`src/hdl/opac_map.svh`:
```
// Register offsets, field positions, reset values and code limits of the alignment block.
`ifndef OPAC_MAP_SVH
`define OPAC_MAP_SVH

`define OPAC_ADDR_W 8
`define OPAC_OFS_GROUP_DLY 8'h4f
`define OPAC_OFS_ALIGN 8'h50
`define OPAC_OFS_KEY_I_LO 8'h51
`define OPAC_OFS_KEY_I_HI 8'h52
`define OPAC_OFS_KEY_Q_LO 8'h53
`define OPAC_OFS_KEY_Q_HI 8'h54
`define OPAC_OFS_IRQ_STAT 8'h55
`define OPAC_OFS_IRQ_MASK 8'h56

`define OPAC_BIT_ARM 7
`define OPAC_BIT_MATCH 5
`define OPAC_BIT_OK 4
`define OPAC_BIT_ERR 3
`define OPAC_MODE_LSB 0
`define OPAC_MODE_MSB 1
`define OPAC_GD_I_LSB 4
`define OPAC_GD_I_MSB 7
`define OPAC_GD_Q_LSB 0
`define OPAC_GD_Q_MSB 3

`define OPAC_IRQ_OK 0
`define OPAC_IRQ_ERR 1
`define OPAC_IRQ_MATCH 2

`define OPAC_RST_GD_CODE 4'h8
`define OPAC_RST_KEY 16'h0000
`define OPAC_RST_BYTE 8'h00
`define OPAC_GD_MAX_CODE 4'hf

`endif

```
`src/hdl/opac_pkg.sv`:
```
// Types shared by the oscillator phase alignment modules.
package opac_pkg;
    typedef enum logic [1:0] {
        OPAC_TRIG_OFF = 2'h0,
        OPAC_TRIG_TIMING = 2'h1,
        OPAC_TRIG_KEY = 2'h2,
        OPAC_TRIG_SPARE = 2'h3
    } opac_trig_t;

    typedef enum {
        OPAC_IDLE,
        OPAC_ARMED
    } opac_state_t;
endpackage : opac_pkg

```
`src/hdl/opac_trig_if.sv`:
```
// Connection between the alignment controller and its trigger detector.
`timescale 1ns/10ps
interface opac_trig_if;
    opac_pkg::opac_trig_t sel;
    logic [15:0] key_i;
    logic [15:0] key_q;
    logic hit;

    modport ctl (output sel, output key_i, output key_q, input hit);
    modport det (input sel, input key_i, input key_q, output hit);
endinterface : opac_trig_if

```
`src/hdl/opac_top.sv`:
```
// Oscillator phase alignment control, key registers and coarse group delay.
//
// The plain strobed port was decided locally.
`timescale 1ns/10ps
`include "opac_map.svh"

// How it works
// - Each channel has a 4-bit coarse group delay code, 0 smallest and 15 largest.
// - The code maps to a delay of -4 to +3.5 clock periods in half-period steps.
// - Only a zero-to-one write of the arm bit starts an alignment.
// - The mode field picks the trigger: 10 for a data key match, 01 for the timing pulse.
// - In key mode the match flag is set when the key matched during the armed alignment.
// - An alignment that ends without a data match leaves the match flag low.
// - The pass flag rises once the alignment has taken effect and is low before.
// - The fail flag rises if the trigger lands while the oscillator rotates.
// - Two 16-bit keys for I and Q live in low and high byte registers, reset to zero.
module opac_top (
    input wire logic clk_i,
    input wire logic nrst_i,
    input wire logic [7:0] addr_i,
    input wire logic [7:0] wdata_i,
    input wire logic wr_i,
    input wire logic rd_i,
    output logic [7:0] rdata_o,
    input wire logic sysref_i,
    input wire logic [15:0] i_data_i,
    input wire logic [15:0] q_data_i,
    input wire logic osc_rotating_i,
    output logic osc_align_o,
    output logic osc_phase_align_armed_o,
    output logic [3:0] i_chan_group_delay_o,
    output logic [3:0] q_chan_group_delay_o,
    output logic signed [4:0] i_chan_delay_half_o,
    output logic signed [4:0] q_chan_delay_half_o,
    output logic irq_o
);
    opac_trig_if trig ();

    // Register contents.
    logic [3:0] i_chan_group_delay;
    logic [3:0] q_chan_group_delay;
    logic osc_phase_align_arm;
    logic osc_phase_key_matched;
    logic osc_phase_align_ok;
    logic osc_phase_align_err;
    opac_pkg::opac_trig_t osc_phase_trigger_sel;
    logic [15:0] i_chan_align_key;
    logic [15:0] q_chan_align_key;
    logic [2:0] irq_stat;
    logic [2:0] irq_mask;
    logic [7:0] rdata;
    opac_pkg::opac_state_t state;
    logic align_pulse;

    logic [3:0] next_i_chan_group_delay;
    logic [3:0] next_q_chan_group_delay;
    logic next_osc_phase_align_arm;
    logic next_osc_phase_key_matched;
    logic next_osc_phase_align_ok;
    logic next_osc_phase_align_err;
    opac_pkg::opac_trig_t next_osc_phase_trigger_sel;
    logic [15:0] next_i_chan_align_key;
    logic [15:0] next_q_chan_align_key;
    logic [2:0] next_irq_stat;
    logic [2:0] next_irq_mask;
    logic [7:0] next_rdata;
    opac_pkg::opac_state_t next_state;
    logic next_align_pulse;

    logic wr_align;
    logic arm_rise;
    logic mode_on;
    logic [2:0] events;
    logic [2:0] w1c;

    opac_trig u_trig (
        .clk_i(clk_i),
        .nrst_i(nrst_i),
        .sysref_i(sysref_i),
        .i_data_i(i_data_i),
        .q_data_i(q_data_i),
        .trig(trig)
    );

    // Detector sees the live mode and keys.
    assign trig.sel = osc_phase_trigger_sel;
    assign trig.key_i = i_chan_align_key;
    assign trig.key_q = q_chan_align_key;

    // Decode of the write that may arm; a level already high does not re-arm.
    always_comb begin
        wr_align = wr_i && (addr_i == `OPAC_OFS_ALIGN);
        arm_rise = wr_align && wdata_i[`OPAC_BIT_ARM] && !osc_phase_align_arm;
        mode_on = (osc_phase_trigger_sel == opac_pkg::OPAC_TRIG_KEY) ||
            (osc_phase_trigger_sel == opac_pkg::OPAC_TRIG_TIMING);
    end

    // Alignment sequence: armed waits for the selected trigger, then reports the outcome.
    always_comb begin
        next_state = state;
        next_osc_phase_key_matched = osc_phase_key_matched;
        next_osc_phase_align_ok = osc_phase_align_ok;
        next_osc_phase_align_err = osc_phase_align_err;
        next_align_pulse = 1'b0;
        unique case (state)
            opac_pkg::OPAC_IDLE: begin
                if (arm_rise && mode_on) begin
                    // A new run clears the previous outcome; flags read 0 until finished.
                    next_state = opac_pkg::OPAC_ARMED;
                    next_osc_phase_key_matched = 1'b0;
                    next_osc_phase_align_ok = 1'b0;
                    next_osc_phase_align_err = 1'b0;
                end
            end
            opac_pkg::OPAC_ARMED: begin
                if (!mode_on) begin
                    // Disabling the mode abandons the run with flags untouched.
                    next_state = opac_pkg::OPAC_IDLE;
                end else if (trig.hit) begin
                    next_state = opac_pkg::OPAC_IDLE;
                    if (osc_rotating_i) begin
                        next_osc_phase_align_err = 1'b1;
                    end else begin
                        next_osc_phase_align_ok = 1'b1;
                        next_align_pulse = 1'b1;
                    end
                    next_osc_phase_key_matched =
                        (osc_phase_trigger_sel == opac_pkg::OPAC_TRIG_KEY);
                end
            end
        endcase
    end

    // Software writable fields.
    always_comb begin
        next_i_chan_group_delay = i_chan_group_delay;
        next_q_chan_group_delay = q_chan_group_delay;
        next_osc_phase_align_arm = osc_phase_align_arm;
        next_osc_phase_trigger_sel = osc_phase_trigger_sel;
        next_i_chan_align_key = i_chan_align_key;
        next_q_chan_align_key = q_chan_align_key;
        next_irq_mask = irq_mask;
        w1c = 3'h0;
        if (wr_i) begin
            unique case (addr_i)
                `OPAC_OFS_GROUP_DLY: begin
                    next_i_chan_group_delay = wdata_i[`OPAC_GD_I_MSB:`OPAC_GD_I_LSB];
                    next_q_chan_group_delay = wdata_i[`OPAC_GD_Q_MSB:`OPAC_GD_Q_LSB];
                end
                `OPAC_OFS_ALIGN: begin
                    next_osc_phase_align_arm = wdata_i[`OPAC_BIT_ARM];
                    next_osc_phase_trigger_sel = opac_pkg::opac_trig_t'(
                        wdata_i[`OPAC_MODE_MSB:`OPAC_MODE_LSB]);
                end
                `OPAC_OFS_KEY_I_LO: next_i_chan_align_key[7:0] = wdata_i;
                `OPAC_OFS_KEY_I_HI: next_i_chan_align_key[15:8] = wdata_i;
                `OPAC_OFS_KEY_Q_LO: next_q_chan_align_key[7:0] = wdata_i;
                `OPAC_OFS_KEY_Q_HI: next_q_chan_align_key[15:8] = wdata_i;
                `OPAC_OFS_IRQ_STAT: w1c = wdata_i[2:0];
                `OPAC_OFS_IRQ_MASK: next_irq_mask = wdata_i[2:0];
                default: begin
                end
            endcase
        end
    end

    // Sticky events; a set in the cycle of a clear wins so no event is lost.
    always_comb begin
        events = 3'h0;
        events[`OPAC_IRQ_OK] = next_osc_phase_align_ok && !osc_phase_align_ok;
        events[`OPAC_IRQ_ERR] = next_osc_phase_align_err && !osc_phase_align_err;
        events[`OPAC_IRQ_MATCH] = next_osc_phase_key_matched && !osc_phase_key_matched;
        next_irq_stat = (irq_stat & ~w1c) | events;
    end

    // Read mux; unmapped addresses and reserved bits read zero.
    always_comb begin
        next_rdata = 8'h00;
        if (rd_i) begin
            unique case (addr_i)
                `OPAC_OFS_GROUP_DLY: next_rdata = {i_chan_group_delay, q_chan_group_delay};
                `OPAC_OFS_ALIGN: begin
                    next_rdata[`OPAC_BIT_ARM] = osc_phase_align_arm;
                    next_rdata[`OPAC_BIT_MATCH] = osc_phase_key_matched;
                    next_rdata[`OPAC_BIT_OK] = osc_phase_align_ok;
                    next_rdata[`OPAC_BIT_ERR] = osc_phase_align_err;
                    next_rdata[`OPAC_MODE_MSB:`OPAC_MODE_LSB] = osc_phase_trigger_sel;
                end
                `OPAC_OFS_KEY_I_LO: next_rdata = i_chan_align_key[7:0];
                `OPAC_OFS_KEY_I_HI: next_rdata = i_chan_align_key[15:8];
                `OPAC_OFS_KEY_Q_LO: next_rdata = q_chan_align_key[7:0];
                `OPAC_OFS_KEY_Q_HI: next_rdata = q_chan_align_key[15:8];
                `OPAC_OFS_IRQ_STAT: next_rdata = {5'h00, irq_stat};
                `OPAC_OFS_IRQ_MASK: next_rdata = {5'h00, irq_mask};
                default: next_rdata = 8'h00;
            endcase
        end
    end

    always_ff @(posedge clk_i or negedge nrst_i) begin
        if (!nrst_i) begin
            i_chan_group_delay <= `OPAC_RST_GD_CODE;
            q_chan_group_delay <= `OPAC_RST_GD_CODE;
            osc_phase_align_arm <= 1'b0;
            osc_phase_key_matched <= 1'b0;
            osc_phase_align_ok <= 1'b0;
            osc_phase_align_err <= 1'b0;
            osc_phase_trigger_sel <= opac_pkg::OPAC_TRIG_OFF;
            i_chan_align_key <= `OPAC_RST_KEY;
            q_chan_align_key <= `OPAC_RST_KEY;
            irq_stat <= 3'h0;
            irq_mask <= 3'h0;
            rdata <= `OPAC_RST_BYTE;
            state <= opac_pkg::OPAC_IDLE;
            align_pulse <= 1'b0;
        end else begin
            i_chan_group_delay <= next_i_chan_group_delay;
            q_chan_group_delay <= next_q_chan_group_delay;
            osc_phase_align_arm <= next_osc_phase_align_arm;
            osc_phase_key_matched <= next_osc_phase_key_matched;
            osc_phase_align_ok <= next_osc_phase_align_ok;
            osc_phase_align_err <= next_osc_phase_align_err;
            osc_phase_trigger_sel <= next_osc_phase_trigger_sel;
            i_chan_align_key <= next_i_chan_align_key;
            q_chan_align_key <= next_q_chan_align_key;
            irq_stat <= next_irq_stat;
            irq_mask <= next_irq_mask;
            rdata <= next_rdata;
            state <= next_state;
            align_pulse <= next_align_pulse;
        end
    end

    // Code 8 is the zero point: code minus 8 half periods spans -4 to +3.5 periods.
    always_comb begin
        rdata_o = rdata;
        osc_align_o = align_pulse;
        osc_phase_align_armed_o = (state == opac_pkg::OPAC_ARMED);
        i_chan_group_delay_o = i_chan_group_delay;
        q_chan_group_delay_o = q_chan_group_delay;
        i_chan_delay_half_o = $signed({1'b0, i_chan_group_delay}) - 5'sd8;
        q_chan_delay_half_o = $signed({1'b0, q_chan_group_delay}) - 5'sd8;
        irq_o = |(irq_stat & irq_mask);
    end
endmodule : opac_top

```
`src/hdl/opac_trig.sv`:
```
// Trigger detector: synchronised timing pulse edge or data key match.
`timescale 1ns/10ps
module opac_trig (
    input wire logic clk_i,
    input wire logic nrst_i,
    input wire logic sysref_i,
    input wire logic [15:0] i_data_i,
    input wire logic [15:0] q_data_i,
    opac_trig_if.det trig
);
    logic sync_a;
    logic sync_b;
    logic sync_c;
    logic next_sync_a;
    logic next_sync_b;
    logic next_sync_c;

    // The pin is asynchronous; only the second and third stages feed the edge detector.
    always_comb begin
        next_sync_a = sysref_i;
        next_sync_b = sync_a;
        next_sync_c = sync_b;
    end

    always_ff @(posedge clk_i or negedge nrst_i) begin
        if (!nrst_i) begin
            sync_a <= 1'b0;
            sync_b <= 1'b0;
            sync_c <= 1'b0;
        end else begin
            sync_a <= next_sync_a;
            sync_b <= next_sync_b;
            sync_c <= next_sync_c;
        end
    end

    // Data samples come from the same clock, so the key compare is direct.
    always_comb begin
        unique case (trig.sel)
            opac_pkg::OPAC_TRIG_KEY: trig.hit = (i_data_i == trig.key_i) &&
                (q_data_i == trig.key_q);
            opac_pkg::OPAC_TRIG_TIMING: trig.hit = sync_b && !sync_c;
            default: trig.hit = 1'b0;
        endcase
    end
endmodule : opac_trig

```
`config.mk`:
```
export PLATFORM = sky130hd
export DESIGN_NAME = opac_top
export DESIGN_NICKNAME = d
export VERILOG_FILES = /design/src/hdl/opac_pkg.sv /design/src/hdl/opac_trig_if.sv /design/src/hdl/opac_top.sv /design/src/hdl/opac_trig.sv
export VERILOG_INCLUDE_DIRS = /design/src /design/src/hdl
export SDC_FILE = /design/constraint.sdc
export NUM_CORES = 1
export LEC_CHECK = 0
export BUFFER_PORTS_ARGS = -buffer_cell sky130_fd_sc_hd__buf_4
export CAP_MARGIN = 10
export CORE_MARGIN = 2
export CORE_UTILIZATION = 45
export CTS_CLUSTER_SIZE = 10
export DETAILED_ROUTE_END_ITERATION = 10
export PLACE_DENSITY = 0.75
export SLEW_MARGIN = 20
export SYNTH_ARGS = -nofsm -noshare
export SYNTH_HDL_FRONTEND = slang
export SYNTH_HIERARCHICAL = 1
export SYNTH_SLANG_ARGS = --single-unit
```
`constraint.sdc`:
```
create_clock -name clk_i -period 3.3 [get_ports clk_i]
set_clock_uncertainty 0.15 [all_clocks]
set_input_delay 0.33 -clock clk_i [delete_from_list [all_inputs] [get_ports clk_i]]
set_output_delay 0.33 -clock clk_i [all_outputs]
set_load 0.03 [all_outputs]
```
==> results.yml, run 1 <==
worst_setup_path:
  start_kind: "flop"
  required_ps: 3410
  cp_cell_sequence: "inv_1 -> ha_1 -> nor4b_1 -> nand4_1 -> o21ai_1 -> and3b_1 -> nand2_1 -> o2bb2ai_1"
  worst-r2r-cell-count: 8
  critPathKind: "flop to flop"
  rr_endpoint: "irq_stat[1]$_DFF_PN0_"
  cp_slowest_cell: "dfrtp_1"
  worstPathArrival_ps: 2340
  worst-path-max-fanout: 5
  crit_cells: 8
  reg2reg_from: "osc_phase_trigger_sel[0]$_DFFE_PN0N_"
  reg2reg_slack_ps: 1070
  crit_path_end_kind: "flop"
  critPathTopFamily: "simple AND/OR/NAND/NOR gates"
  crit_start: "osc_phase_trigger_sel[0]$_DFFE_PN0N_"
  cpPeakStageDelay_ps: 440
  crit_buf_inv: 1
cells_and_area:
  final_common_cell: "buf_4"
  final_layout_size_suffix_gt1_frac: 0.416
  area_growth_syn_to_layout_pct: 23.0
  diodes: 0
  seq_area_mm2: 0.00163
  layout_common_cells: "buf_4 (83), dfrtp_1 (63), mux2_2 (47)"
  final_area_mm2: 0.00443
  fillers: 684
  final_util: 0.573
  stdcell_count: 489
  multi_input_area_mm2: 0.00180
  finalNetCount: 440
pwr:
  p_leak_nw: 2.09
  switchingPower_uw: 450
  comb_power_share: 0.141
  power_frac_clock: 0.377
  p_int_mw: 1.33
  powerDensity_mw_per_mm2: 402
  seqPwrFrac: 0.481
  ir_drop_uv: 207
  swShare: 0.253
clock_tree:
  clk_pin_slew_ps: 70
  cts_buffer_depth: 2
  insertion_delay_ps: 340
  cts_root_buf: "clkbuf_8"
  htreeDepth: 3
  post_cts_buffers: 0
  clkSinkCount: 65
  cts_inserted_buffers: 9
  cts_tree: "built"
hold_path:
  whs_endpoint: "osc_align_o$_DFF_PN0_"
  holdPathStages: 2
  hold_class: "primary input to flop"
  worstHoldStart: "osc_rotating_i"
floorplanning:
  die_w_um: 93.5
  die-area_mm2: 0.00873
  start_util: 0.466
  die_y_um: 93.5
  core_mm2: 0.00773
  pin_count: 83
  num_rows: 32
timing:
  hold_viol: 0
  slew_violations: 0
  min_period_ps: 2230
  max_freq_mhz: 449
  period_share: 0.674
  slew_headroom: 0.455
  setup_viol: 0
  tightestPinTransition_ps: 817
  finalSetupTns_ps: 0
  grt_setup_unrepaired: "no"
  fin_ws_ps: 1070
grt:
  grt_pass1_vias: 2755
  grt_overflow_total: 0
  antenna_found_initial: 0
  grt_start_max_net_pins: 66
  grt_pass1_wl_um: 14900
  grtUsageTotal: 0.230
synth:
  synth_cells: 307
  synth_warnings: 6
  ys_types: 58
  synth-edff-count: 0
  synthFlopType: "dfrtp_1"
  ys_ff_latch: 65
  synthesis.area_mm2: 0.00360
  async_flop_share: 1.00
  ys_seq_area_frac: 0.452
  synthesis.nets: 364
  avgSynthCellArea_um2: 11.7
detailed_routing:
  drc: 0
  wirelength_um: 9690
  drt_pass1_iterations: 5
  drt_iter0_markers: 224
  vias_per_cell: 5.72
  vias: 2795
  antenna_left: 0
  wl_per_cell_um: 19.8
placed_design:
  dp_cells: 472
  dp_hpwl_um: 7120
  place_area_mm2: 0.00422
  place_congestion: 0.950
  place_ws_ps: 958
  port_buffers: 82
run:
  max_cap_viol_count: 0
outcome:
  status: "complete, no violations"
[kinds of logic (layout without fill, tap and decap cells)]
kind of cell / count (synthesis) / in the layout / share of synthesized area
AOI/OAI and AO/OA: 41 / 41 / 0.0810
xor gates and xnor gates: 32 / 32 / 0.0778
adders and majority gates: 3 / 3 / 0.0104
buffers and inverters: 29 / 109 / 0.0473
DFF: 65 / 65 / 0.452
muxes: 54 / 54 / 0.173
and+or+nand+nor: 83 / 83 / 0.158
[registers in the layout, summed over array words and instances (netlist names), 2 cells and up]
signal,flops
osc_phase_trigger_sel,2
irq_mask,3
q_chan_align_key,16
i_chan_group_delay_o,4
irq_stat,3
rdata_o,8
i_chan_align_key,16
q_chan_group_delay_o,4
[power by group through the flow]
| stage | logic [mW] | clock network [mW] | registers [mW] |
|---|---|---|---|
| floorplan | 0.126 | 0 | 0.871 |
| global placement | 0.246 | 0 | 0.869 |
| detailed placement | 0.249 | 0 | 0.871 |
| CTS | 0.252 | 0.688 | 0.856 |
| global route | 0.270 | 0.727 | 0.860 |
| finish | 0.252 | 0.671 | 0.857 |
[repair_timing]
item	in CTS	in global routing
endpoints found under the hold margin	64	0
resized for setup	0	0
hold buffers	2	0
[how the worst max path moves through the flow]
| stage | end | slack, ps |
|---|---|---|
| 5_1_grt | irq_stat[1]$_DFF_PN0_ | 960 |
| 2_1_floorplan | irq_stat[1]$_DFF_PN0_ | 1380 |
| 4_1_cts | irq_stat[1]$_DFF_PN0_ | 1100 |
| 3_3_place_gp | osc_phase_key_matched$_DFF_PN0_ | 980 |
| 3_5_place_dp | osc_phase_key_matched$_DFF_PN0_ | 960 |
| 6_report | irq_stat[1]$_DFF_PN0_ | 1070 |
[layer usage]
| layer | share of wire | routed length (µm) | GRT usage |
|---|---|---|---|
| met1 | 0.42 | 4040 | 0.309 |
| met2 | 0.48 | 4610 | 0.361 |
| met3 | 0.083 | 804 | 0.0500 |
| met4 | 0.024 | 231 | 0.0931 |
| met5 | 0 | 0 | 0 |
[synthesized netlist by cell type, types with 4 or more instances]
| cell | number | share of area |
|---|---|---|
| dfrtp_1 | 63 | 0.44 |
| mux2_2 | 47 | 0.15 |
| xnor2_1 | 23 | 0.056 |
| nand2_1 | 12 | 0.013 |
| nand3_1 | 12 | 0.017 |
| inv_1 | 9 | 0.0094 |
| nor2_1 | 9 | 0.0094 |
| xor2_1 | 9 | 0.022 |
| a21oi_1 | 8 | 0.011 |
| buf_4 | 8 | 0.017 |
| buf_2 | 7 | 0.0097 |
| a22oi_1 | 6 | 0.013 |
| nand4_1 | 6 | 0.010 |
| and2_1 | 5 | 0.0087 |
| mux2i_1 | 5 | 0.014 |
| nor4_1 | 4 | 0.0069 |
| o21a_1 | 4 | 0.0083 |
[through the flow]
step,hold WS [ps],power (mW)
2_1_floorplan,-116,0.997
3_3_place_gp,183,1.12
3_5_place_dp,187,1.12
4_1_cts,29.4,1.80
5_1_grt,28.4,1.86
6_report,46.8,1.78
[layout make-up]
type / count / share of cell area
clock inverter: 3 / 0.00904
inverter: 9 / 0.00762
timing repair buffer: 85 / 0.145
sequential: 65 / 0.368
multi-input combinational: 213 / 0.407
tap: 102 / 0.0288
clock buffer: 12 / 0.0350
Note: power is estimated with default switching activity, not from simulation.
==> run 2, diff against run 1 <==
PLACE_DENSITY = 0.77   (was 0.75)
clock period = 1.9 ns   (was 3.3 ns; I/O delays follow)
==> run 2 against run 1 <==
Compared with the run above: the flow now finishes with violations (setup timing); combinational power grew 110%; flip-flop and latch count stayed put; critical path depth unchanged; via count increased by 6.7%; fmax up 8.9%; power up 78%; global-route usage up 1.9 points; critical endpoint unchanged; largest power group unchanged; highest routed layer unchanged.
==> results.yml, run 2 (synthesis results as in run 1) <==
worst_setup_path:
  cp_common_cell: "nand4_1"
  cp_slowest_cell: "dfrtp_1"
  crit_path_end_kind: "flop"
  cp_cell_sequence: "xnor2_2 -> nand4_1 -> nor4_1 -> nand4_1 -> o21ai_2 -> and3b_2 -> nand2_2 -> o2bb2ai_2"
  worst-r2r-cell-count: 8
  worst-path-max-fanout: 5
  cpPeakStageDelay_ps: 410
  worstPathArrival_ps: 2160
  start_kind: "flop"
  critPathKind: "flop to flop"
  required_ps: 2020
timing:
  slew_violations: 0
  min_period_ps: 2040
  slew_headroom: 0.718
  period_share: 1.08
  setup_viol: 8
  max_freq_mhz: 489
  tightestPinTransition_ps: 422
  grt_setup_unrepaired: "yes"
  hold_viol: 0
  fin_ws_ps: -143
clock_tree:
  insertion_delay_ps: 350
  cts_buffer_depth: 2
  clk_pin_slew_ps: 70
  clkSinkCount: 65
  htreeDepth: 3
  cts_inserted_buffers: 9
  cts_root_buf: "clkbuf_8"
  cts_tree: "built"
placed_design:
  place_area_mm2: 0.00452
  place_congestion: 0.936
  dp_cells: 510
  place_ws_ps: -173
  dp_hpwl_um: 7530
  port_buffers: 82
detailed_routing:
  drt_iter0_markers: 168
  drc: 0
  wirelength_um: 10100
  drt_pass1_iterations: 4
  vias: 2983
  vias_per_cell: 5.53
  antenna_left: 0
  wl_per_cell_um: 18.8
pwr:
  p_total_mw: 3.17
  ir_drop_uv: 436
  powerDensity_mw_per_mm2: 648
  p_leak_nw: 2.35
floorplanning:
  start_util: 0.466
  num_rows: 32
  die_y_um: 93.5
  die-area_mm2: 0.00873
  core_mm2: 0.00773
  pin_count: 83
  die_w_um: 93.5
run:
  max_cap_viol_count: 0
cells_and_area:
  finalNetCount: 489
  multi_input_area_mm2: 0.00186
  final_util: 0.632
  fillers: 600
  final_layout_size_suffix_gt1_frac: 0.485
  final_common_cell: "buf_4"
  layout_common_cells: "buf_4 (123), dfrtp_1 (63), mux2_2 (47)"
  seq_area_mm2: 0.00163
  final_area_mm2: 0.00488
  area_growth_syn_to_layout_pct: 35.6
  diodes: 0
  stdcell_count: 539
outcome:
  violations: "setup timing"
  status: "finished with violations"
hold_path:
  hold_class: "primary input to flop"
  holdPathStages: 2
grt:
  grt_pass1_vias: 3045
  grt_overflow_total: 0
  grt_start_max_net_pins: 45
  grtUsageTotal: 0.249
  antenna_found_initial: 0
  grt_pass1_wl_um: 16300
==> run 2: critical path, delay by kind of cell, from the launching register on <==
kind | cells | cell delay [ps]
and+or+nand+nor | 5 | 910
DFF | 1 | 410
AOI/OAI and AO/OA | 2 | 300
xor gates and xnor gates | 1 | 200
==> run 2: metrics by stage <==
stage | hold slack (ps) | setup TNS (ps)
floorplan | -256 | 0
global placement | -50.4 | -1110
detailed placement | -46.7 | -1240
CTS | 10.9 | -745
global route | 13.0 | -1750
finish | 20.6 | -860
==> run 2: repair_timing <==
action	4_1_cts	5_1_grt
endpoints found under the setup margin	8	8
hold endpoints to repair	95	0
resized for setup	6	4
gates cloned	0	0
setup buffers	3	0
pin swaps	11	2
hold buffers	10	0
==> run 2: where the power goes <==
| part | internal (mW) | switching (mW) |
|---|---|---|
| combinational | 0.265 | 0.257 |
| clock | 0.639 | 0.526 |
| sequential | 1.44 | 0.0426 |
==> run 2: final cells by class <==
| class | instances | share of cell area |
|---|---|---|
| multi-input cells | 213 | 0.381 |
| flip-flops and latches | 65 | 0.334 |
| repair buffers | 134 | 0.214 |
| clock buffers | 13 | 0.0305 |
| well taps | 102 | 0.0261 |
| clock inverters | 3 | 0.00820 |
| inverters | 9 | 0.00692 |
==> run 2: layer usage <==
layer	part of all wire	routed length, µm	track usage
met1	0.42	4270	0.336
met2	0.48	4860	0.390
met3	0.072	728	0.0492
met4	0.026	259	0.107
met5	0	0	0
==> run 2: path summary, 6_finish.rpt <==
check	slack (ps)	endpoint	startpoint
max	-140	irq_stat[1]$_DFF_PN0_	q_chan_align_key[12]$_DFFE_PN0P_
min in group asynchronous	130	i_chan_align_key[2]$_DFFE_PN0P_	nrst_i
max reg2reg	-140	irq_stat[1]$_DFF_PN0_	q_chan_align_key[12]$_DFFE_PN0P_
min	20	q_chan_group_delay_o[0]$_DFFE_PN0P_	wdata_i[0]
min reg2reg	210	u_trig/next_sync_c$_DFF_PN0_	u_trig/next_sync_b$_DFF_PN0_
max in group asynchronous	870	q_chan_group_delay_o[3]$_DFFE_PN1P_	nrst_i
